--- config.mk ---
export PLATFORM = sky130hd
export DESIGN_NAME = ilwc_top
export DESIGN_NICKNAME = d
export VERILOG_FILES = /design/src/ilwc_pkg.sv /design/src/ilwc_wake_if.sv /design/src/ilwc_pulse_class.sv /design/src/ilwc_rand_timer.sv /design/src/ilwc_top.sv
export SDC_FILE = /design/constraint.sdc
export NUM_CORES = 1
export LEC_CHECK = 0
export BUFFER_PORTS_ARGS = -buffer_cell sky130_fd_sc_hd__buf_4
export CELL_PAD_IN_SITES_DETAIL_PLACEMENT = 1
export CELL_PAD_IN_SITES_GLOBAL_PLACEMENT = 1
export CORE_MARGIN = 10
export CORE_UTILIZATION = 49
export DETAILED_ROUTE_END_ITERATION = 10
export MAX_ROUTING_LAYER = met4
export PLACE_DENSITY = 0.83
export SETUP_SLACK_MARGIN = 0.2
export SYNTH_ARGS = -nofsm -noshare
export SYNTH_HDL_FRONTEND = slang
export SYNTH_SLANG_ARGS = --single-unit
--- constraint.sdc ---
create_clock -name clk_i -period 4.9 [get_ports clk_i]
set_input_delay 1.225 -clock clk_i [delete_from_list [all_inputs] [get_ports clk_i]]
set_output_delay 1.225 -clock clk_i [all_outputs]
set_load 0.02 [all_outputs]
--- src/ilwc_pkg.sv ---
// constants, register map and types of the implant link wake-up controller
package ilwc_pkg;
   localparam int CLK_HZ          = 100_000_000;
   localparam int CLK_MHZ         = CLK_HZ / 1_000_000;
   // direct wake pulse must exceed 1.5 ms
   localparam int DIRECT_WAKE_NS  = 1_500_000;
   localparam int DIRECT_WAKE_CYC = (DIRECT_WAKE_NS * CLK_MHZ + 999) / 1000;
   // wake receiver sniff period 200 us
   localparam int SNIFF_NS        = 200_000;
   localparam int SNIFF_CYC       = (SNIFF_NS * CLK_MHZ) / 1000;
   // internal strobe oscillator 25 kHz
   localparam int STROSC_HZ       = 25_000;
   localparam int STROSC_CYC      = CLK_HZ / STROSC_HZ;
   // on-off keyed bit period for the external wake transmitter
   localparam int OOK_BIT_CYC     = 100;

   localparam logic [7:0] ADR_CTRL      = 8'h00;
   localparam logic [7:0] ADR_COMM      = 8'h04;
   localparam logic [7:0] ADR_STATUS    = 8'h08;
   localparam logic [7:0] ADR_SNIFF_IVL = 8'h0C;
   localparam logic [7:0] ADR_OOK_PAT   = 8'h10;
   localparam logic [7:0] ADR_RESP_GAP  = 8'h14;
   localparam logic [7:0] ADR_IRQ_STAT  = 8'h18;
   localparam logic [7:0] ADR_IRQ_MASK  = 8'h1C;

   localparam int CTRL_FLAG_BIT   = 0;
   localparam int CTRL_STROSC_BIT = 1;
   localparam int CTRL_PINSTR_BIT = 2;
   localparam int COMM_WAKE_BIT   = 0;
   localparam int COMM_SESS_BIT   = 1;
   localparam int COMM_STOP_BIT   = 2;
   localparam int STAT_MODE_BIT   = 4;

   localparam int IRQ_W           = 4;
   localparam int IRQ_DIRECT_BIT  = 0;
   localparam int IRQ_WAKEMSG_BIT = 1;
   localparam int IRQ_BASEMSG_BIT = 2;
   localparam int IRQ_SNIFFTO_BIT = 3;

   localparam logic [2:0]  CTRL_RST      = 3'h5;
   localparam logic [15:0] SNIFF_IVL_RST = 16'h61A8;
   localparam logic [31:0] OOK_PAT_RST   = 32'hA5A5_F00F;
   localparam logic [31:0] RESP_GAP_RST  = 32'h03FF_0400;

   typedef enum logic [2:0] {
      ST_SLEEP,
      ST_SNIFF,
      ST_IDLE,
      ST_BASE_WAKE,
      ST_RESPOND,
      ST_SESSION
   } ilwc_state_t;

   // byte-lane merge for wishbone writes
   function automatic logic [31:0] ilwc_merge(input logic [31:0] old_v, input logic [31:0] new_v,
                                              input logic [3:0] sel);
      logic [31:0] r;
      r = old_v;
      for (int i = 0; i < 4; i++) begin
         if (sel[i]) begin
            r[i*8 +: 8] = new_v[i*8 +: 8];
         end
      end
      return r;
   endfunction : ilwc_merge
endpackage : ilwc_pkg

--- src/ilwc_wake_if.sv ---
// pulse classes passed from the wake pin classifier to the controller
`timescale 1ns/1ns
interface ilwc_wake_if;
   logic long_p;
   logic short_p;
   modport src (output long_p, output short_p);
   modport dst (input long_p, input short_p);
endinterface : ilwc_wake_if

--- src/ilwc_pulse_class.sv ---
// wake pin synchroniser and pulse length classifier
`timescale 1ns/1ns
module ilwc_pulse_class #(
   parameter int THRESH_CYC = 150000
) (
   input  wire logic  clk_i,
   input  wire logic  rst_i,
   input  wire logic  wake_pin_i,
   ilwc_wake_if.src   wk
);
   localparam int CW = $clog2(THRESH_CYC + 2);
   localparam logic [CW-1:0] SAT = CW'(THRESH_CYC + 1);

   logic          meta_reg;
   logic          sync_reg;
   logic          prev_reg;
   logic [CW-1:0] cnt_reg;
   logic          long_reg;
   logic          short_reg;

   always_ff @(posedge clk_i) begin
      if (rst_i) begin
         meta_reg <= 1'b0;
         sync_reg <= 1'b0;
         prev_reg <= 1'b0;
      end else begin
         meta_reg <= wake_pin_i;
         sync_reg <= meta_reg;
         prev_reg <= sync_reg;
      end
   end

   always_ff @(posedge clk_i) begin
      if (rst_i) begin
         cnt_reg <= '0;
      end else if (sync_reg) begin
         if (cnt_reg != SAT) begin
            cnt_reg <= cnt_reg + CW'(1);
         end
      end else begin
         cnt_reg <= '0;
      end
   end

   always_ff @(posedge clk_i) begin
      if (rst_i) begin
         long_reg  <= 1'b0;
         short_reg <= 1'b0;
      end else begin
         long_reg  <= prev_reg && !sync_reg && (cnt_reg > CW'(THRESH_CYC));
         short_reg <= prev_reg && !sync_reg && (cnt_reg <= CW'(THRESH_CYC)) && (cnt_reg != '0);
      end
   end

   assign wk.long_p  = long_reg;
   assign wk.short_p = short_reg;
endmodule : ilwc_pulse_class

--- src/ilwc_rand_timer.sv ---
// randomised interval timer for wake-up response packets
`timescale 1ns/1ns
module ilwc_rand_timer #(
   parameter int W = 16
) (
   input  wire logic         clk_i,
   input  wire logic         rst_i,
   input  wire logic         run_i,
   input  wire logic [W-1:0] base_i,
   input  wire logic [W-1:0] span_i,
   output logic              tick_o
);
   logic [15:0]  lfsr_reg;
   logic [W-1:0] cnt_reg;
   logic         tick_reg;

   // lfsr free-runs so each start sees a different seed point
   always_ff @(posedge clk_i) begin
      if (rst_i) begin
         lfsr_reg <= 16'hACE1;
      end else begin
         lfsr_reg <= {1'b0, lfsr_reg[15:1]} ^ (lfsr_reg[0] ? 16'hB400 : 16'h0000);
      end
   end

   always_ff @(posedge clk_i) begin
      if (rst_i) begin
         cnt_reg  <= '0;
         tick_reg <= 1'b0;
      end else if (!run_i) begin
         cnt_reg  <= base_i;
         tick_reg <= 1'b0;
      end else if (cnt_reg == '0) begin
         cnt_reg  <= base_i + (W'(lfsr_reg) & span_i);
         tick_reg <= 1'b1;
      end else begin
         cnt_reg  <= cnt_reg - W'(1);
         tick_reg <= 1'b0;
      end
   end

   assign tick_o = tick_reg;
endmodule : ilwc_rand_timer

--- src/ilwc_top.sv ---
// wake-up and operating mode controller with wishbone registers
// Overview of operation
// - The mode is caught from the select pin just after reset: implant sleeps, base sits idle.
// - With the select pin at 1 the controller starts in IDLE and waits for host commands.
// - A wake pin pulse high for more than 1.5 ms, then low, is a direct wake.
// - A direct wake from sleep or sniff puts the implant in IDLE and sets the wake behaviour flag to 1.
// - Flag 1 keeps the transceiver idle after wake, flag 0 makes it send wake-up responses.
// - A wake-up write to the comm control register in base mode starts the keyed pattern and main-band tx/rx.
// - In implant mode the wake receiver is strobed by the internal oscillator, the wake pin, or both.
// - A responding implant sends wake-up responses and listens for base wake-up messages.
// - Gaps between response packets are randomised.
// - Select pin low means implant operation, high means base-station operation.
// - An internal strobe generator at 25 kHz ticks may replace external wake pin strobes.
// - A short wake pin pulse triggers one sniff period of the wake receiver.
//
// Implementation choices: the Wishbone register port and the register offsets.
`timescale 1ns/1ns
module ilwc_top
   import ilwc_pkg::*;
#(
   parameter int DIRECT_WAKE_CYCLES = DIRECT_WAKE_CYC,
   parameter int SNIFF_CYCLES       = SNIFF_CYC
) (
   input  wire logic        clk_i,
   input  wire logic        rst_i,
   input  wire logic        cyc_i,
   input  wire logic        stb_i,
   input  wire logic        we_i,
   input  wire logic [7:0]  adr_i,
   input  wire logic [3:0]  sel_i,
   input  wire logic [31:0] dat_i,
   output logic [31:0]      dat_o,
   output logic             ack_o,
   input  wire logic        implant_base_select_i,
   input  wire logic        wake_pin_i,
   input  wire logic        wake_msg_rx_i,
   input  wire logic        base_msg_rx_i,
   output logic             wake_rx_pwr_o,
   output logic             ook_en_o,
   output logic             ook_data_o,
   output logic             mb_tx_en_o,
   output logic             mb_rx_en_o,
   output logic             resp_tx_o,
   output logic             mode_base_o,
   output logic             irq_o
);
   localparam int SCW = $clog2(SNIFF_CYCLES + 1);
   localparam int OCW = $clog2(STROSC_CYC + 1);
   localparam int BCW = $clog2(OOK_BIT_CYC + 1);

   ilwc_state_t         state_reg;
   ilwc_state_t         state_next;
   logic                mode_cap_reg;
   logic                mode_base_reg;
   logic [2:0]          ctrl_reg;
   logic [15:0]         sniff_ivl_reg;
   logic [31:0]         ook_pat_reg;
   logic [31:0]         resp_gap_reg;
   logic [IRQ_W-1:0]    irq_stat_reg;
   logic [IRQ_W-1:0]    irq_mask_reg;
   logic                ack_reg;
   logic [31:0]         dat_reg;
   logic [SCW-1:0]      sniff_cnt_reg;
   logic [OCW-1:0]      osc_cnt_reg;
   logic [15:0]         ivl_cnt_reg;
   logic [BCW-1:0]      bit_cnt_reg;
   logic [4:0]          bit_idx_reg;
   logic                osc_tick;
   logic                osc_strobe;
   logic                pin_strobe;
   logic                sniff_done;
   logic                wr_hit;
   logic                comm_wr;
   logic [31:0]         wdat;
   logic [IRQ_W-1:0]    irq_evt;
   logic                resp_tick;

   ilwc_wake_if wk ();

   ilwc_pulse_class #(
      .THRESH_CYC (DIRECT_WAKE_CYCLES)
   ) u_class (
      .clk_i      (clk_i),
      .rst_i      (rst_i),
      .wake_pin_i (wake_pin_i),
      .wk         (wk.src)
   );

   ilwc_rand_timer #(
      .W (16)
   ) u_rand (
      .clk_i  (clk_i),
      .rst_i  (rst_i),
      .run_i  (state_reg == ST_RESPOND),
      .base_i (resp_gap_reg[15:0]),
      .span_i (resp_gap_reg[31:16]),
      .tick_o (resp_tick)
   );

   // ---- wishbone slave: ack one cycle after the request, writes land with ack
   assign wr_hit  = cyc_i && stb_i && we_i && ack_reg;
   assign comm_wr = wr_hit && (adr_i == ADR_COMM);
   assign wdat    = dat_i & {{8{sel_i[3]}}, {8{sel_i[2]}}, {8{sel_i[1]}}, {8{sel_i[0]}}};

   always_ff @(posedge clk_i) begin
      if (rst_i) begin
         ack_reg <= 1'b0;
      end else begin
         ack_reg <= cyc_i && stb_i && !ack_reg;
      end
   end

   // unmapped addresses read zero
   always_ff @(posedge clk_i) begin
      if (rst_i) begin
         dat_reg <= 32'h0000_0000;
      end else if (cyc_i && stb_i && !ack_reg) begin
         case (adr_i)
            ADR_CTRL:      dat_reg <= {29'h0, ctrl_reg};
            ADR_COMM:      dat_reg <= {29'h0, 3'(state_reg)};
            ADR_STATUS:    dat_reg <= {27'h0, mode_base_reg, 1'b0, 3'(state_reg)};
            ADR_SNIFF_IVL: dat_reg <= {16'h0, sniff_ivl_reg};
            ADR_OOK_PAT:   dat_reg <= ook_pat_reg;
            ADR_RESP_GAP:  dat_reg <= resp_gap_reg;
            ADR_IRQ_STAT:  dat_reg <= {28'h0, irq_stat_reg};
            ADR_IRQ_MASK:  dat_reg <= {28'h0, irq_mask_reg};
            default:       dat_reg <= 32'h0000_0000;
         endcase
      end
   end

   // ---- mode strap, caught on the first edge after reset release
   // capture once
   always_ff @(posedge clk_i) begin
      if (rst_i) begin
         mode_cap_reg  <= 1'b0;
         mode_base_reg <= 1'b0;
      end else if (!mode_cap_reg) begin
         mode_cap_reg  <= 1'b1;
         mode_base_reg <= implant_base_select_i;
      end
   end

   // ---- control register; hardware set of the flag wins over a host write
   always_ff @(posedge clk_i) begin
      if (rst_i) begin
         ctrl_reg <= CTRL_RST;
      end else begin
         if (wr_hit && adr_i == ADR_CTRL) begin
            ctrl_reg <= 3'(ilwc_merge({29'h0, ctrl_reg}, dat_i, sel_i));
         end
         if (wk.long_p && !mode_base_reg && mode_cap_reg) begin
            ctrl_reg[CTRL_FLAG_BIT] <= 1'b1;
         end
      end
   end

   always_ff @(posedge clk_i) begin
      if (rst_i) begin
         sniff_ivl_reg <= SNIFF_IVL_RST;
         ook_pat_reg   <= OOK_PAT_RST;
         resp_gap_reg  <= RESP_GAP_RST;
         irq_mask_reg  <= '0;
      end else if (wr_hit) begin
         case (adr_i)
            ADR_SNIFF_IVL: sniff_ivl_reg <= 16'(ilwc_merge({16'h0, sniff_ivl_reg}, dat_i, sel_i));
            ADR_OOK_PAT:   ook_pat_reg   <= ilwc_merge(ook_pat_reg, dat_i, sel_i);
            ADR_RESP_GAP:  resp_gap_reg  <= ilwc_merge(resp_gap_reg, dat_i, sel_i);
            ADR_IRQ_MASK:  irq_mask_reg  <= IRQ_W'(ilwc_merge({28'h0, irq_mask_reg}, dat_i, sel_i));
            default:       irq_mask_reg  <= irq_mask_reg;
         endcase
      end
   end

   // ---- interrupt status: write one to clear, a new event in the same cycle stays set
   assign irq_evt[IRQ_DIRECT_BIT]  = wk.long_p && !mode_base_reg;
   assign irq_evt[IRQ_WAKEMSG_BIT] = (state_reg == ST_SNIFF) && wake_msg_rx_i;
   assign irq_evt[IRQ_BASEMSG_BIT] = (state_reg == ST_RESPOND) && base_msg_rx_i;
   assign irq_evt[IRQ_SNIFFTO_BIT] = sniff_done && !wake_msg_rx_i;

   always_ff @(posedge clk_i) begin
      if (rst_i) begin
         irq_stat_reg <= '0;
      end else if (wr_hit && adr_i == ADR_IRQ_STAT) begin
         irq_stat_reg <= (irq_stat_reg & ~wdat[IRQ_W-1:0]) | irq_evt;
      end else begin
         irq_stat_reg <= irq_stat_reg | irq_evt;
      end
   end

   // ---- strobe sources for the wake receiver
   // 25 kHz strobe ticks
   always_ff @(posedge clk_i) begin
      if (rst_i || !ctrl_reg[CTRL_STROSC_BIT]) begin
         osc_cnt_reg <= '0;
      end else if (osc_cnt_reg == OCW'(STROSC_CYC - 1)) begin
         osc_cnt_reg <= '0;
      end else begin
         osc_cnt_reg <= osc_cnt_reg + OCW'(1);
      end
   end
   assign osc_tick = ctrl_reg[CTRL_STROSC_BIT] && (osc_cnt_reg == OCW'(STROSC_CYC - 1));

   always_ff @(posedge clk_i) begin
      if (rst_i || !ctrl_reg[CTRL_STROSC_BIT]) begin
         ivl_cnt_reg <= '0;
      end else if (osc_tick) begin
         ivl_cnt_reg <= (ivl_cnt_reg >= sniff_ivl_reg) ? 16'h0000 : ivl_cnt_reg + 16'h0001;
      end
   end
   assign osc_strobe = osc_tick && (ivl_cnt_reg >= sniff_ivl_reg);
   assign pin_strobe = wk.short_p && ctrl_reg[CTRL_PINSTR_BIT];

   always_ff @(posedge clk_i) begin
      if (rst_i || state_reg != ST_SNIFF) begin
         sniff_cnt_reg <= '0;
      end else if (!sniff_done) begin
         sniff_cnt_reg <= sniff_cnt_reg + SCW'(1);
      end
   end
   assign sniff_done = (state_reg == ST_SNIFF) && (sniff_cnt_reg == SCW'(SNIFF_CYCLES - 1));

   // ---- operating state
   always_comb begin
      state_next = state_reg;
      case (state_reg)
         ST_SLEEP: begin
            if (wk.long_p) begin
               state_next = ST_IDLE;
            end else if (osc_strobe || pin_strobe) begin
               state_next = ST_SNIFF;
            end
         end
         ST_SNIFF: begin
            if (wk.long_p) begin
               state_next = ST_IDLE;
            end else if (wake_msg_rx_i) begin
               state_next = ST_RESPOND;
            end else if (sniff_done) begin
               state_next = ST_SLEEP;
            end
         end
         ST_IDLE: begin
            if (!mode_base_reg && !ctrl_reg[CTRL_FLAG_BIT]) begin
               state_next = ST_RESPOND;
            end else if (mode_base_reg && comm_wr && dat_i[COMM_WAKE_BIT] && sel_i[0]) begin
               state_next = ST_BASE_WAKE;
            end else if (mode_base_reg && comm_wr && dat_i[COMM_SESS_BIT] && sel_i[0]) begin
               state_next = ST_SESSION;
            end
         end
         ST_BASE_WAKE: begin
            if (comm_wr && dat_i[COMM_STOP_BIT] && sel_i[0]) begin
               state_next = ST_IDLE;
            end else if (comm_wr && dat_i[COMM_SESS_BIT] && sel_i[0]) begin
               state_next = ST_SESSION;
            end
         end
         ST_RESPOND: begin
            if (base_msg_rx_i) begin
               state_next = ST_SESSION;
            end else if (ctrl_reg[CTRL_FLAG_BIT]) begin
               state_next = ST_IDLE;
            end
         end
         ST_SESSION: begin
            if (comm_wr && dat_i[COMM_STOP_BIT] && sel_i[0]) begin
               state_next = ST_IDLE;
            end
         end
         default: state_next = ST_IDLE;
      endcase
   end

   always_ff @(posedge clk_i) begin
      if (rst_i) begin
         state_reg <= ST_SLEEP;
      end else if (!mode_cap_reg) begin
         state_reg <= implant_base_select_i ? ST_IDLE : ST_SLEEP;
      end else begin
         state_reg <= state_next;
      end
   end

   // ---- keyed pattern for the external wake transmitter, lsb first, repeating
   always_ff @(posedge clk_i) begin
      if (rst_i || state_reg != ST_BASE_WAKE) begin
         bit_cnt_reg <= '0;
         bit_idx_reg <= '0;
      end else if (bit_cnt_reg == BCW'(OOK_BIT_CYC - 1)) begin
         bit_cnt_reg <= '0;
         bit_idx_reg <= bit_idx_reg + 5'h01;
      end else begin
         bit_cnt_reg <= bit_cnt_reg + BCW'(1);
      end
   end

   always_ff @(posedge clk_i) begin
      if (rst_i) begin
         ook_en_o      <= 1'b0;
         ook_data_o    <= 1'b0;
         mb_tx_en_o    <= 1'b0;
         mb_rx_en_o    <= 1'b0;
         wake_rx_pwr_o <= 1'b0;
         resp_tx_o     <= 1'b0;
      end else begin
         ook_en_o      <= state_next == ST_BASE_WAKE;
         ook_data_o    <= (state_reg == ST_BASE_WAKE) && ook_pat_reg[bit_idx_reg];
         mb_tx_en_o    <= state_next inside {ST_BASE_WAKE, ST_SESSION};
         mb_rx_en_o    <= state_next inside {ST_BASE_WAKE, ST_RESPOND, ST_SESSION};
         wake_rx_pwr_o <= state_next == ST_SNIFF;
         resp_tx_o     <= (state_reg == ST_RESPOND) && (state_next != ST_IDLE) && resp_tick;
      end
   end

   assign dat_o       = dat_reg;
   assign ack_o       = ack_reg;
   assign mode_base_o = mode_base_reg;
   assign irq_o       = |(irq_stat_reg & irq_mask_reg);
endmodule : ilwc_top

Word-level counts from Yosys, hierarchy flattened. Cells that the tools add are included.

Register bits: 246. Bits in latches: 0. RAM bits: 0. Bits in read-only memories: 0. Input bits: 53. Output and inout port bits: 41. Logic and storage cells: 177. Memories kept: 0.

Add/subtract/negate cells: 8. Multipliers: 0. Div/mod/pow operators: 0. Order comparisons: 4. Equal/unequal tests: 23. Shift-type cells: 0. Multiplexer cells: 26. Bitwise logic cells: 10. Reduce and logical (&&, ||, !) cells: 67.

Operators with widths (number): 32-bit case mux with 8 select lines (1); 16-bit two-way mux (4); 3-bit two-way mux (14); 1-bit logical AND (33); 3-bit AND reduction (11); 8-bit by 5-bit equality test with 1-bit output (second input constant) (4); 18-bit by 1-bit adder with 18-bit output (second input constant) (1); 18-bit > comparator (second input constant) (1); 18-bit less-or-equal comparator (second input constant) (1); 18-bit != test (second input constant) (1); 3-bit case mux with 6 select lines (1); 18-bit nonzero test (1); 16-bit by 1-bit adder with 16-bit output (second input constant) (1); 16-bit adder (1); 16-bit bitwise AND (1); 8-bit by 4-bit equality test with 1-bit output (second input constant) (2); 16-bit >= comparator (1); 16-bit logical NOT (1); 16-bit by 1-bit subtractor with 16-bit output (second input constant) (1); 15-bit by 16-bit bitwise XOR with 16-bit output (1); 15-bit by 1-bit adder with 15-bit output (second input constant) (1); 15-bit equality test (second input constant) (1); 12-bit by 1-bit adder with 12-bit output (second input constant) (1); 4-bit bitwise AND (3); 27 further kinds (50).

Longest topological paths before layout. Gate-level depths: netlist (run 1).

Depth after elaboration: 14. Gate-level depth with buffers: 10. Gate-level depth less buffers: 10.

Modules after synthesis. Synthesis (run 1) repeated with hierarchy kept, for this count alone.

Cells, all modules: 1414. Area, all modules: 12026.5 µm².

By module, submodules not included: ilwc_top (instances 1, cells each 1009, area an instance 8630.8 µm², seq. area each 3803.6 µm²); ilwc_rand_timer (instances 1, cells each 280, area an instance 2275.9 µm², seq. area each 660.6 µm²); ilwc_pulse_class (instances 1, cells each 125, area an instance 1119.8 µm², seq. area each 460.4 µm²).

Worst setup path after synthesis (run 1). Ideal clock, no wire load.

Path kind: in2reg. Start: input port adr_i[4]. End: register mb_rx_en_o. Library setup time: 0.075 ns. Data arrival time: 3.105 ns. Data required time: 4.825 ns. Slack: 1.720 ns. Stages: 8. Buffers on the path: 2. Path through: buf_2 > or4_1 > clkbuf_1 > or4_1 > o22ai_2 > a311oi_2 > or2_1 > o22ai_1.

Word-level cells in the longest chain between the ends: 11. Elaborated cells on any way between the ends: 22. Classes of those cells: eq/ne (4); mux (7); reduce/logical (11).

Ends and longest elaborated chain: start, declared (RTL line ilwc_top.sv:29) `input wire logic [7:0] adr_i,`; 8-bit by 3-bit equality test with 1-bit output (*) (RTL line ilwc_top.sv:102) `assign comm_wr = wr_hit && (adr_i == ADR_COMM);`; 1-bit logical AND (*) (RTL line ilwc_top.sv:102); 1-bit logical AND (RTL line ilwc_top.sv:246, ilwc_top.sv:248); 1-bit logical AND (2 in a row) (RTL line ilwc_top.sv:248) `end else if (mode_base_reg && comm_wr && dat_i[COMM_SESS_BIT] && sel_i[0]) begin`; 3-bit two-way mux (RTL line ilwc_top.sv:248); 3-bit two-way mux (RTL line ilwc_top.sv:246) `end else if (mode_base_reg && comm_wr && dat_i[COMM_WAKE_BIT] && sel_i[0]) begin`; 3-bit two-way mux (RTL line ilwc_top.sv:244) `if (!mode_base_reg && !ctrl_reg[CTRL_FLAG_BIT]) begin`; 3-bit case mux with 6 select lines (*) (RTL line ilwc_top.sv:226) `case (state_reg)`; 3-bit by 2-bit equality test with 1-bit output or 3-bit equality test (tied branches) (RTL line ilwc_top.sv:310) `mb_rx_en_o <= state_next inside {ST_BASE_WAKE, ST_RESPOND, ST_SESSION};`; 3-bit nonzero test (*) (RTL line ilwc_top.sv:310); end signal, assigned (RTL line ilwc_top.sv:310); end, declared (RTL line ilwc_top.sv:42) `output logic mb_rx_en_o,`.

Every way passes the cells marked *; elsewhere a longest branch is shown, timed or not. A chain may end at the register's enable or synchronous reset.

Worst setup path after layout (run 1).
Start: input port adr_i[3]. End: register mb_rx_en_o.

Same word-level chain as after synthesis.

==> key figures, run 1 <==
STA
  • Setup Skew: 0.01321 ns
  • Worst slew pin tran: 1.016 ns
  • Relative slew slack: 32.30%
  • Hold Vio Cnt, Final: 0
  • Fin Setup TNS: 0 ns
  • RSZ-0062 raised after global routing: false
  • Final critical-path required period: 3.154 ns
  • Fmax: 317.1 MHz
  • Final setup violation count: 0
  • Final period utilization: 64.36%
  • Max-slew violations: 0
  • WHS: 0.4416 ns

Logic synthesis
  • Unique masters post-synth: 71
  • Seq/Total Area, Yosys: 41.55%
  • Mapped Cells: 1439
  • Synth Register Bits: 246
  • Syn_area_per_cell: 8.237 um2
  • Mapped Area: 11850 um2
  • Async S/R FF share, synth: 0%
  • Post-synth EDFFs: 0
  • Synth warn: 0
  • Syn_nets: 1534
  • Prevailing post-synth register cell: dfxtp_1

Final layout
  • NumNets Final: 1606
  • Layout cell share with drive strength beyond 1: 12.34%
  • P&R area growth vs syn: 16.46%

Detailed routing
  • DR iter-0 viols: 663
  • Vias: 10928
  • Vias per cell: 5.901
  • First-pass DRT Iterations: 5
  • DRC: 0
  • Antenna Nets Post-Route: 0
  • Routed wire length: 38190 um
  • Wire per inst: 20.62 um

Critical path
  • Crit Reg-Reg Endpoint: u_rand.cnt_reg[10]$_SDFF_PP0_
  • CP Data Required Time: 5.29 ns
  • R2R Path Start: u_rand.lfsr_reg[0]$_SDFF_PP1_
  • WP data arrival: 3.54 ns
  • Crit path capture type: flip-flop
  • Startpoint Class: input port
  • Critical Path Fanout Max: 9
  • Setup slack, reg-to-reg: 2.01 ns
  • Worst reg-to-reg path cell count: 10
  • CP Class: in2reg

Place
  • DP HPWL: 27830 um
  • Port Buffers: 93
  • GPL Wtd Cong: 0.9049

Min path
  • Hold path start: u_rand.lfsr_reg[1]$_SDFF_PP0_
  • Hold depth: 1
  • Hold Path Sink: u_rand.lfsr_reg[0]$_SDFF_PP1_
  • Worst Hold Class: reg2reg

CTS
  • Post_cts resized: 0
  • Cts bufs inserted: 28
  • Setup bufs post-CTS: 0
  • Hold_buf cts: 0
  • CTS Buffer Depth: 3
  • Htree depth: 1
  • Clock-pin slew on the worst setup and hold paths: 0.06 ns
  • Sink Count: 246
  • Clk_lat worst skew: 0.55 ns
  • CTS root buf: clkbuf_16
  • TritonCTS clock tree: built

Global routing
  • Gr usage total: 24.76%
  • First-pass GRT wire length: 60920 um
  • Antenna violations before repair: 2
  • Largest net degree at the start of global routing: 78
  • GRT overflow: 0
  • Vias in the first global route: 11212

Die
  • Area of the core: 23610 um2
  • Initial Util: 50.20%
  • # IOs: 94
  • Die area: 30810 um2
  • # rows: 56
  • Die W: 175.5 um
  • Die Y: 175.5 um

Power
  • Worst vdd ir: 0.2374 mV
  • Pwr dens: 320.9 nW/um2
  • Leak: 5.271 nW

Job
  • Max-Cap Viols: 0

Run status
  • Status: finished clean
-- power by group --
group / internal (mW) / switching (mW)
Sequential: 2.01 / 0.0116
Clock: 1.39 / 0.846
Combinational: 0.0635 / 0.108
Total: 3.46 / 0.966
-- per-stage QoR --
stage	utilization [%]	std cells	area (um2)	power, mW	setup WS [ns]
floorplan	-	1439	11850	2.154	1.720
global placement	54.25	1800	12810	2.233	1.274
detailed placement	54.25	1800	12810	2.236	1.230
CTS	58.44	1850	13800	4.464	1.776
global route	58.46	1852	13800	4.570	1.609
finish	58.46	1852	13800	4.429	1.746
-- per-layer routing --
layer	wire, um	GRT usage (%)	vias up
met3	1883	3.989	79
met1	16960	30.28	5357
met4	1345	9.184	0
met5	0	-	-
li1	-	-	5164
met2	18000	40.50	328
-- synthesized netlist by cell type, drive strengths merged, types with 6 or more instances --
master | instances | area share, %
nor3 | 33 | 1.4
and4 | 8 | 0.59
buf | 10 | 0.46
a21oi | 120 | 5.1
xnor2 | 42 | 3.1
nor4 | 9 | 0.71
dfxtp | 246 | 42
nand3 | 77 | 3.3
nor2 | 184 | 5.8
and3 | 17 | 0.90
mux2i | 31 | 2.6
and2 | 21 | 1.1
ha | 41 | 4.3
a31oi | 6 | 0.32
a211oi | 13 | 0.87
or3 | 9 | 0.48
a22oi | 34 | 2.2
xor2 | 39 | 2.9
o211ai | 12 | 0.76
nor3b | 8 | 0.51
nand2 | 225 | 7.1
inv | 41 | 1.3
o21a | 6 | 0.38
or2 | 11 | 0.58
clkbuf | 55 | 1.7
mux4 | 10 | 1.9
nor2b | 19 | 1.0
nand4 | 20 | 1.1
o21ai | 29 | 1.2
-- final cells by class --
class,instances,area [um2]
multi-input combinational,1087,6529
fill,2858,9809
tap,319,399.1
timing repair buffer,107,803.3
clock buffer,39,833.3
sequential,246,4925
clock inverter,11,155.1
antenna,2,5.005
inverter,41,153.9
-- cell usage in the layout (no fill, tap or decap), types with 12 or more instances in the layout --
cell type,netlist,final
dfxtp_1,246,246
nand2_1,225,225
nor2_1,184,183
a21oi_1,119,119
buf_4,0,107
nand3_1,77,77
xnor2_1,42,42
ha_1,41,41
inv_1,40,40
xor2_1,39,39
a22oi_1,34,34
nor3_1,32,31
mux2i_1,31,31
o21ai_0,29,29
clkbuf_16,0,29
and2_1,20,20
nand4_1,20,20
nor2b_1,19,19
and3_1,17,17
o211ai_1,12,12
a211oi_1,12,12
-- cell families after synthesis --
kind of cell,Yosys count,synth area share [%]
XOR/XNOR,81,5.985
AO/OA/AOI/OAI,263,14.00
multiplexers,43,4.708
AND/OR/NAND/NOR,658,25.76
buffers and inverters,106,3.505
flip-flops,246,41.55
adder cells (fa/ha/maj),42,4.497
-- critical path: stages --
cell and delay, ns:
buf_4 0.15, or4b_1 0.75, nor4_1 0.47, nand2_1 0.16, a311oi_2 0.52, or2_1 0.19
o22ai_1 0.08
-- worst max-delay path by stage --
stage / from / end / slack [ns] / depth (start not counted)
final: adr_i[3] / mb_rx_en_o$_SDFF_PP0_ / 1.75 / 7
after detailed placement: adr_i[3] / mb_rx_en_o$_SDFF_PP0_ / 1.23 / 7
after CTS: adr_i[3] / wake_rx_pwr_o$_SDFF_PP0_ / 1.78 / 7
after global routing: adr_i[3] / mb_rx_en_o$_SDFF_PP0_ / 1.61 / 7
after floorplan: adr_i[4] / mb_rx_en_o$_SDFF_PP0_ / 1.72 / 8
after global placement: adr_i[3] / mb_rx_en_o$_SDFF_PP0_ / 1.27 / 7
(Power assumes the default switching activity.)
==> run 2: changes to the inputs <==
--- a/config.mk
+++ b/config.mk
@@ -9,10 +9,10 @@
 export CELL_PAD_IN_SITES_DETAIL_PLACEMENT = 1
 export CELL_PAD_IN_SITES_GLOBAL_PLACEMENT = 1
 export CORE_MARGIN = 10
-export CORE_UTILIZATION = 49
+export CORE_UTILIZATION = 41
 export DETAILED_ROUTE_END_ITERATION = 10
 export MAX_ROUTING_LAYER = met4
-export PLACE_DENSITY = 0.83
+export PLACE_DENSITY = 0.74
 export SETUP_SLACK_MARGIN = 0.2
 export SYNTH_ARGS = -nofsm -noshare
 export SYNTH_HDL_FRONTEND = slang
==> constraint.sdc (replaced) <==
create_clock -name clk_i -period 2.8 [get_ports clk_i]
set_input_delay 0.7 -clock clk_i [delete_from_list [all_inputs] [get_ports clk_i]]
set_output_delay 0.7 -clock clk_i [all_outputs]
set_load 0.02 [all_outputs]
==> key figures, run 2 (same netlist as run 1, synthesis figures left out) <==
STA
  • Setup Skew: 0.01158 ns (-0.001629 ns)
  • Fin Setup TNS: 0 ns (unchanged)
  • Final period utilization: 89.65%
  • Hold Vio Cnt, Final: 0 (unchanged)
  • Worst slew pin tran: 0.6318 ns (-0.3837 ns)
  • Setup ws final: 0.2898 ns (-1.456 ns)
  • Final setup violation count: 0 (unchanged)
  • Max-slew violations: 0 (unchanged)
  • Final critical-path required period: 2.510 ns
  • RSZ-0062 raised after global routing: false
  • Relative slew slack: 57.88% (+26 points)
  • Fmax: 398.4 MHz
  • WHS: 0.3760 ns (-0.06566 ns)

Detailed routing
  • DRC: 0 (unchanged)
  • DR iter-0 viols: 570 (-14%)
  • Antenna Nets Post-Route: 0 (unchanged)
  • Vias: 10901 (-0.25%)
  • Vias per cell: 5.556 (-5.8%)
  • First-pass DRT Iterations: 7 (+2)
  • Routed wire length: 38780 um (+1.5%)
  • Wire per inst: 19.77 um (-4.2%)

Final layout
  • Most frequent cells in the layout: 245 x dfxtp_1, 225 x nand2_1, 183 x nor2_1
  • NumNets Final: 1652 (+2.9%)
  • Most common cell after layout, fill and taps aside: dfxtp_1
  • Diode count: 0 (-2)
  • Layout cell share with drive strength beyond 1: 15.15% (+2.8 points)
  • Layout fillers: 3432 (+20%)
  • Layout Cells excl Fill: 1962 (+5.9%)
  • P&R area growth vs syn: 20.68%

Critical path
  • Crit path capture type: flip-flop
  • Startpoint Class: flip-flop
  • CP Data Required Time: 3.28 ns (-2.01 ns)
  • WP data arrival: 2.99 ns (-0.55 ns)
  • Critical Path Fanout Max: 4 (-5)
  • Crit path max-delay cell type: dfxtp_1
  • CP Class: reg2reg
  • Cell Chain, Critical Path: ha_2 -> inv_1 -> fa_1 -> nor2b_2 -> o21a_1 -> a311o_1 -> buf_4 -> o311a_1 -> mux2i_1 -> o211a_1
  • Worst path max stage delay: 0.46 ns (-0.29 ns)

CTS
  • CTS root buf: clkbuf_16
  • CTS Buffer Depth: 3 (unchanged)
  • Clock-pin slew on the worst setup and hold paths: 0.06 ns (about the same)
  • Sink Count: 246 (unchanged)
  • Clk_lat worst skew: 0.54 ns (about the same)
  • Cts bufs inserted: 29 (+3.6%)
  • TritonCTS clock tree: built
  • Hold_buf cts: 0 (unchanged)
  • Htree depth: 1 (unchanged)

Global routing
  • GRT overflow: 0 (unchanged)
  • Antenna violations before repair: 0 (-2)
  • Largest net degree at the start of global routing: 126 (+62%)
  • First-pass GRT wire length: 61880 um (+1.6%)
  • Gr usage total: 21.63% (-3.1 points)
  • Vias in the first global route: 11268 (+0.50%)

Die
  • Die area: 36110 um2 (+17%)
  • Die Y: 190.0 um (+8.3%)
  • # IOs: 94 (unchanged)
  • # rows: 62 (+11%)
  • Area of the core: 28630 um2 (+21%)
  • Die W: 190.0 um (+8.3%)
  • Initial Util: 41.41% (-8.8 points)

Power
  • Worst vdd ir: 0.3754 mV (+58%)
  • Pwr dens: 549.4 nW/um2 (+71%)
  • Leak: 5.506 nW (+4.5%)
  • Power Total: 7.858 mW (+77%)

Place
  • DP HPWL: 28600 um (+2.8%)
  • Port Buffers: 93 (unchanged)
  • GPL Wtd Cong: 0.9108 (+0.65%)
  • Pre-CTS setup slack: -0.01524 ns (-1.245 ns)
  • DP Cell Count: 1908 (+6.0%)

Job
  • Max-Cap Viols: 0 (unchanged)

Min path
  • Worst Hold Class: in2reg

Run status
  • Status: finished clean
[run 2: cell type report]
type | instances | area [um2] | area share, %
clock inverters | 13 | 198.9 | 1.391
inverters | 41 | 153.9 | 1.076
repair buffers | 152 | 1191 | 8.327
multi-input cells | 1087 | 6540 | 45.72
clock buffers | 39 | 813.3 | 5.686
flip-flops and latches | 246 | 4926 | 34.44
well taps | 384 | 480.5 | 3.359
[run 2: through the flow]
step                instance area, um2  util (%)
floorplan                        11880         -
global placement                 13270     46.35
detailed placement               13270     46.35
CTS                              14280     49.89
global route                     14300     49.97
finish                           14300     49.97
[run 2: final timing paths]
path | depth (start not counted) | from | slack (ns) | endpoint
worst max-delay path | 10 | resp_gap_reg[0]$_SDFFE_PP0P_ | 0.29 | u_rand.cnt_reg[14]$_SDFF_PP0_
worst min-delay path | 2 | wake_pin_i | 0.38 | u_class.meta_reg$_SDFF_PP0_
worst max register to register | 10 | resp_gap_reg[0]$_SDFFE_PP0P_ | 0.29 | u_rand.cnt_reg[14]$_SDFF_PP0_
worst min register to register | 1 | u_rand.lfsr_reg[1]$_SDFF_PP0_ | 0.44 | u_rand.lfsr_reg[0]$_SDFF_PP1_
[run 2: layer usage]
metal / track usage [%] / wire length, um / share of wire (%) / vias up
met5: - / 0 / 0 / -
met4: 6.899 / 1180 / 3.0 / 0
met3: 2.801 / 1497 / 3.9 / 71
met2: 36.85 / 18960 / 49 / 225
met1: 25.99 / 17140 / 44 / 5370
li1: - / - / - / 5235
[run 2: repair_timing]
item | in CTS | in global routing
gates resized for setup | 0 | 4
endpoints found under the setup margin | 0 | 3
buffers inserted | 0 | 2
[run 2: worst max-delay path, delay by kind of cell, from the launching register on]
kind                       cells  cell delay, ns
muxes                          1            0.21
adders and majority gates      2            0.64
and+or+nand+nor                1            0.15
buffers and inverters          2            0.21
DFF                            1            0.46
AOI/OAI and AO/OA              4            0.78
[run 2: power by group]
group	internal (mW)	switching [mW]	total, mW
combinational	0.125	0.192	0.318
sequential	3.52	0.0171	3.54
clock	2.48	1.52	4.00
==> run 3: changes to the inputs <==
--- a/config.mk
+++ b/config.mk
@@ -13,6 +13,7 @@
 export DETAILED_ROUTE_END_ITERATION = 10
 export MAX_ROUTING_LAYER = met4
 export PLACE_DENSITY = 0.74
+export RECOVER_POWER = 100
 export SETUP_SLACK_MARGIN = 0.2
 export SYNTH_ARGS = -nofsm -noshare
 export SYNTH_HDL_FRONTEND = slang
==> key figures, run 3 (same netlist as run 1, synthesis figures left out) <==
Final layout
  • Layout fillers: 3484 (+1.5%)
  • P&R area growth vs syn: 18.06%
  • Layout Cells excl Fill: 1962 (unchanged)
  • NumNets Final: 1652 (unchanged)
  • Most common cell after layout, fill and taps aside: dfxtp_1
  • Diode count: 0 (unchanged)
  • Most frequent cells in the layout: 245 x dfxtp_1, 225 x nand2_1, 184 x nor2_1
  • Finished Core Util: 48.89% (-1.1 points)
  • Layout cell share with drive strength beyond 1: 10.65% (-4.5 points)

Critical path
  • Cell Chain, Critical Path: and2_4 -> ha_1 -> inv_1 -> fa_1 -> nor2b_1 -> o21a_1 -> a311o_1 -> o31a_1 -> mux2i_1 -> o32ai_1
  • WP data arrival: 2.94 ns (-0.05 ns)
  • Crit Reg-Reg Endpoint: u_rand.cnt_reg[10]$_SDFF_PP0_
  • CP Class: reg2reg
  • Startpoint Class: flip-flop
  • Crit-path leading delay family: compound AO/OA/AOI/OAI gates
  • Crit path capture type: flip-flop
  • CP Data Required Time: 3.17 ns (-0.11 ns)
  • Worst path max stage delay: 0.37 ns (-0.09 ns)
  • Crit path buf inv count: 1 (-1)
  • Crit path max-delay cell type: fa_1
  • Worst reg-to-reg path cell count: 10 (unchanged)
  • Critical Path Fanout Max: 4 (unchanged)
  • Setup slack, reg-to-reg: 0.23 ns (-0.06 ns)
  • R2R Path Start: resp_gap_reg[16]$_SDFFE_PP1P_

Die
  • # rows: 62 (unchanged)
  • Die Y: 190.0 um (unchanged)
  • Area of the core: 28630 um2 (unchanged)
  • Die area: 36110 um2 (unchanged)
  • Die W: 190.0 um (unchanged)
  • Initial Util: 41.41% (unchanged)
  • # IOs: 94 (unchanged)

Run status
  • Failing checks: max-capacitance violations, max-slew violations
  • Status: finished with violations

Power
  • Leak: 5.242 nW (-4.8%)
  • Power Total: 7.858 mW (about the same)
  • Worst vdd ir: 0.3756 mV (about the same)
  • Pwr dens: 561.6 nW/um2 (+2.2%)

Min path
  • Hold depth: 2 (unchanged)
  • Hold Path Sink: u_class.meta_reg$_SDFF_PP0_
  • Worst Hold Class: in2reg
  • Hold path start: wake_pin_i

Place
  • DP Cell Count: 1908 (unchanged)
  • Port Buffers: 93 (unchanged)
  • Pre-CTS setup slack: -0.01524 ns (unchanged)
  • GPL Wtd Cong: 0.9108 (unchanged)
  • DP HPWL: 28600 um (unchanged)

CTS
  • CTS Buffer Depth: 3 (unchanged)
  • Cts bufs inserted: 29 (unchanged)
  • Clock-pin slew on the worst setup and hold paths: 0.06 ns (about the same)
  • Htree depth: 1 (unchanged)
  • Clk_lat worst skew: 0.54 ns (about the same)
  • Hold_buf cts: 0 (unchanged)
  • TritonCTS clock tree: built
  • CTS root buf: clkbuf_16
  • Sink Count: 246 (unchanged)

Job
  • Max-Cap Viols: 1 (+1)

Global routing
  • Antenna violations before repair: 0 (unchanged)
  • GRT overflow: 0 (unchanged)
  • First-pass GRT wire length: 61880 um (unchanged)
  • Largest net degree at the start of global routing: 126 (unchanged)
  • Gr usage total: 21.63% (unchanged)
  • Vias in the first global route: 11268 (unchanged)

STA
  • Setup ws final: 0.2276 ns (-0.06218 ns)
  • Final period utilization: 91.87% (+2.2 points)
  • Relative slew slack: -0.5589% (-58 points)
  • RSZ-0062 raised after global routing: false
  • Hold Vio Cnt, Final: 0 (unchanged)
  • WHS: 0.3748 ns (-0.001181 ns)
  • Fmax: 388.7 MHz (-2.4%)
  • Worst slew pin tran: 1.508 ns (+0.8766 ns)
  • Final setup violation count: 0 (unchanged)
  • Max-slew violations: 125 (+125)
  • Setup Skew: 0.01082 ns (-0.0007568 ns)
  • Final critical-path required period: 2.572 ns (+0.06218 ns)

Detailed routing
  • DRC: 0 (unchanged)
  • DR iter-0 viols: 605 (+6.1%)
  • Vias per cell: 5.541 (-0.28%)
  • Routed wire length: 38990 um (+0.54%)
  • First-pass DRT Iterations: 7 (unchanged)
  • Vias: 10871 (-0.28%)
  • Wire per inst: 19.87 um (+0.54%)
  • Antenna Nets Post-Route: 0 (unchanged)
## run 3: cell count changes in the layout (fill, tap and decap cells not counted), sizes merged
cell / previous run / this run
clkbuf: 39 / 106
buf: 152 / 85
## run 3: per-stage QoR
step | TNS, ns | cell area [um2]
global placement | 0 | 13270
CTS | 0 | 14280
finish | 0 | 13990
global route | 0 | 13990
floorplan | 0 | 11880
detailed placement | -0.01524 | 13270
## run 3: timing repair
item	in CTS	in global routing
endpoints found under the setup margin	0	3
buffers inserted	0	2
resized for setup	0	4
## run 3: layout make-up
cell class              count  area (um2)  area share (%)
multi-input cells        1087        6492           46.40
flip-flops and latches    246        4926           35.20
repair buffers            152       928.4           6.634
clock buffers              39       813.3           5.812
well taps                 384       480.5           3.433
clock inverters            13       198.9           1.422
inverters                  41       153.9           1.100
## run 3: how the worst max path moves through the flow
stage	startpoint	to	slack, ns	cells past startpoint
floorplan	adr_i[4]	ook_pat_reg[16]$_SDFFE_PP1P_	0.22	8
CTS	resp_gap_reg[16]$_SDFFE_PP1P_	u_rand.cnt_reg[10]$_SDFF_PP0_	0.22	10
global route	resp_gap_reg[0]$_SDFFE_PP0P_	u_rand.cnt_reg[10]$_SDFF_PP0_	0.07	9
detailed placement	adr_i[0]	wake_rx_pwr_o$_SDFF_PP0_	-0.02	7
finish	resp_gap_reg[16]$_SDFFE_PP1P_	u_rand.cnt_reg[10]$_SDFF_PP0_	0.23	10
global placement	adr_i[0]	mb_rx_en_o$_SDFF_PP0_	0.005	7
## run 3: power by group
part	internal, mW	switching [mW]
clock network	2.48	1.53
logic	0.117	0.190
registers	3.52	0.0170
total	6.12	1.73
## run 3: routing by layer
metal | up-vias | wire [um] | track usage, %
met3 | 69 | 1619 | 2.801
met1 | 5344 | 17140 | 25.99
met2 | 219 | 19130 | 36.85
met5 | - | 0 | -
li1 | 5239 | - | -
met4 | 0 | 1098 | 6.899
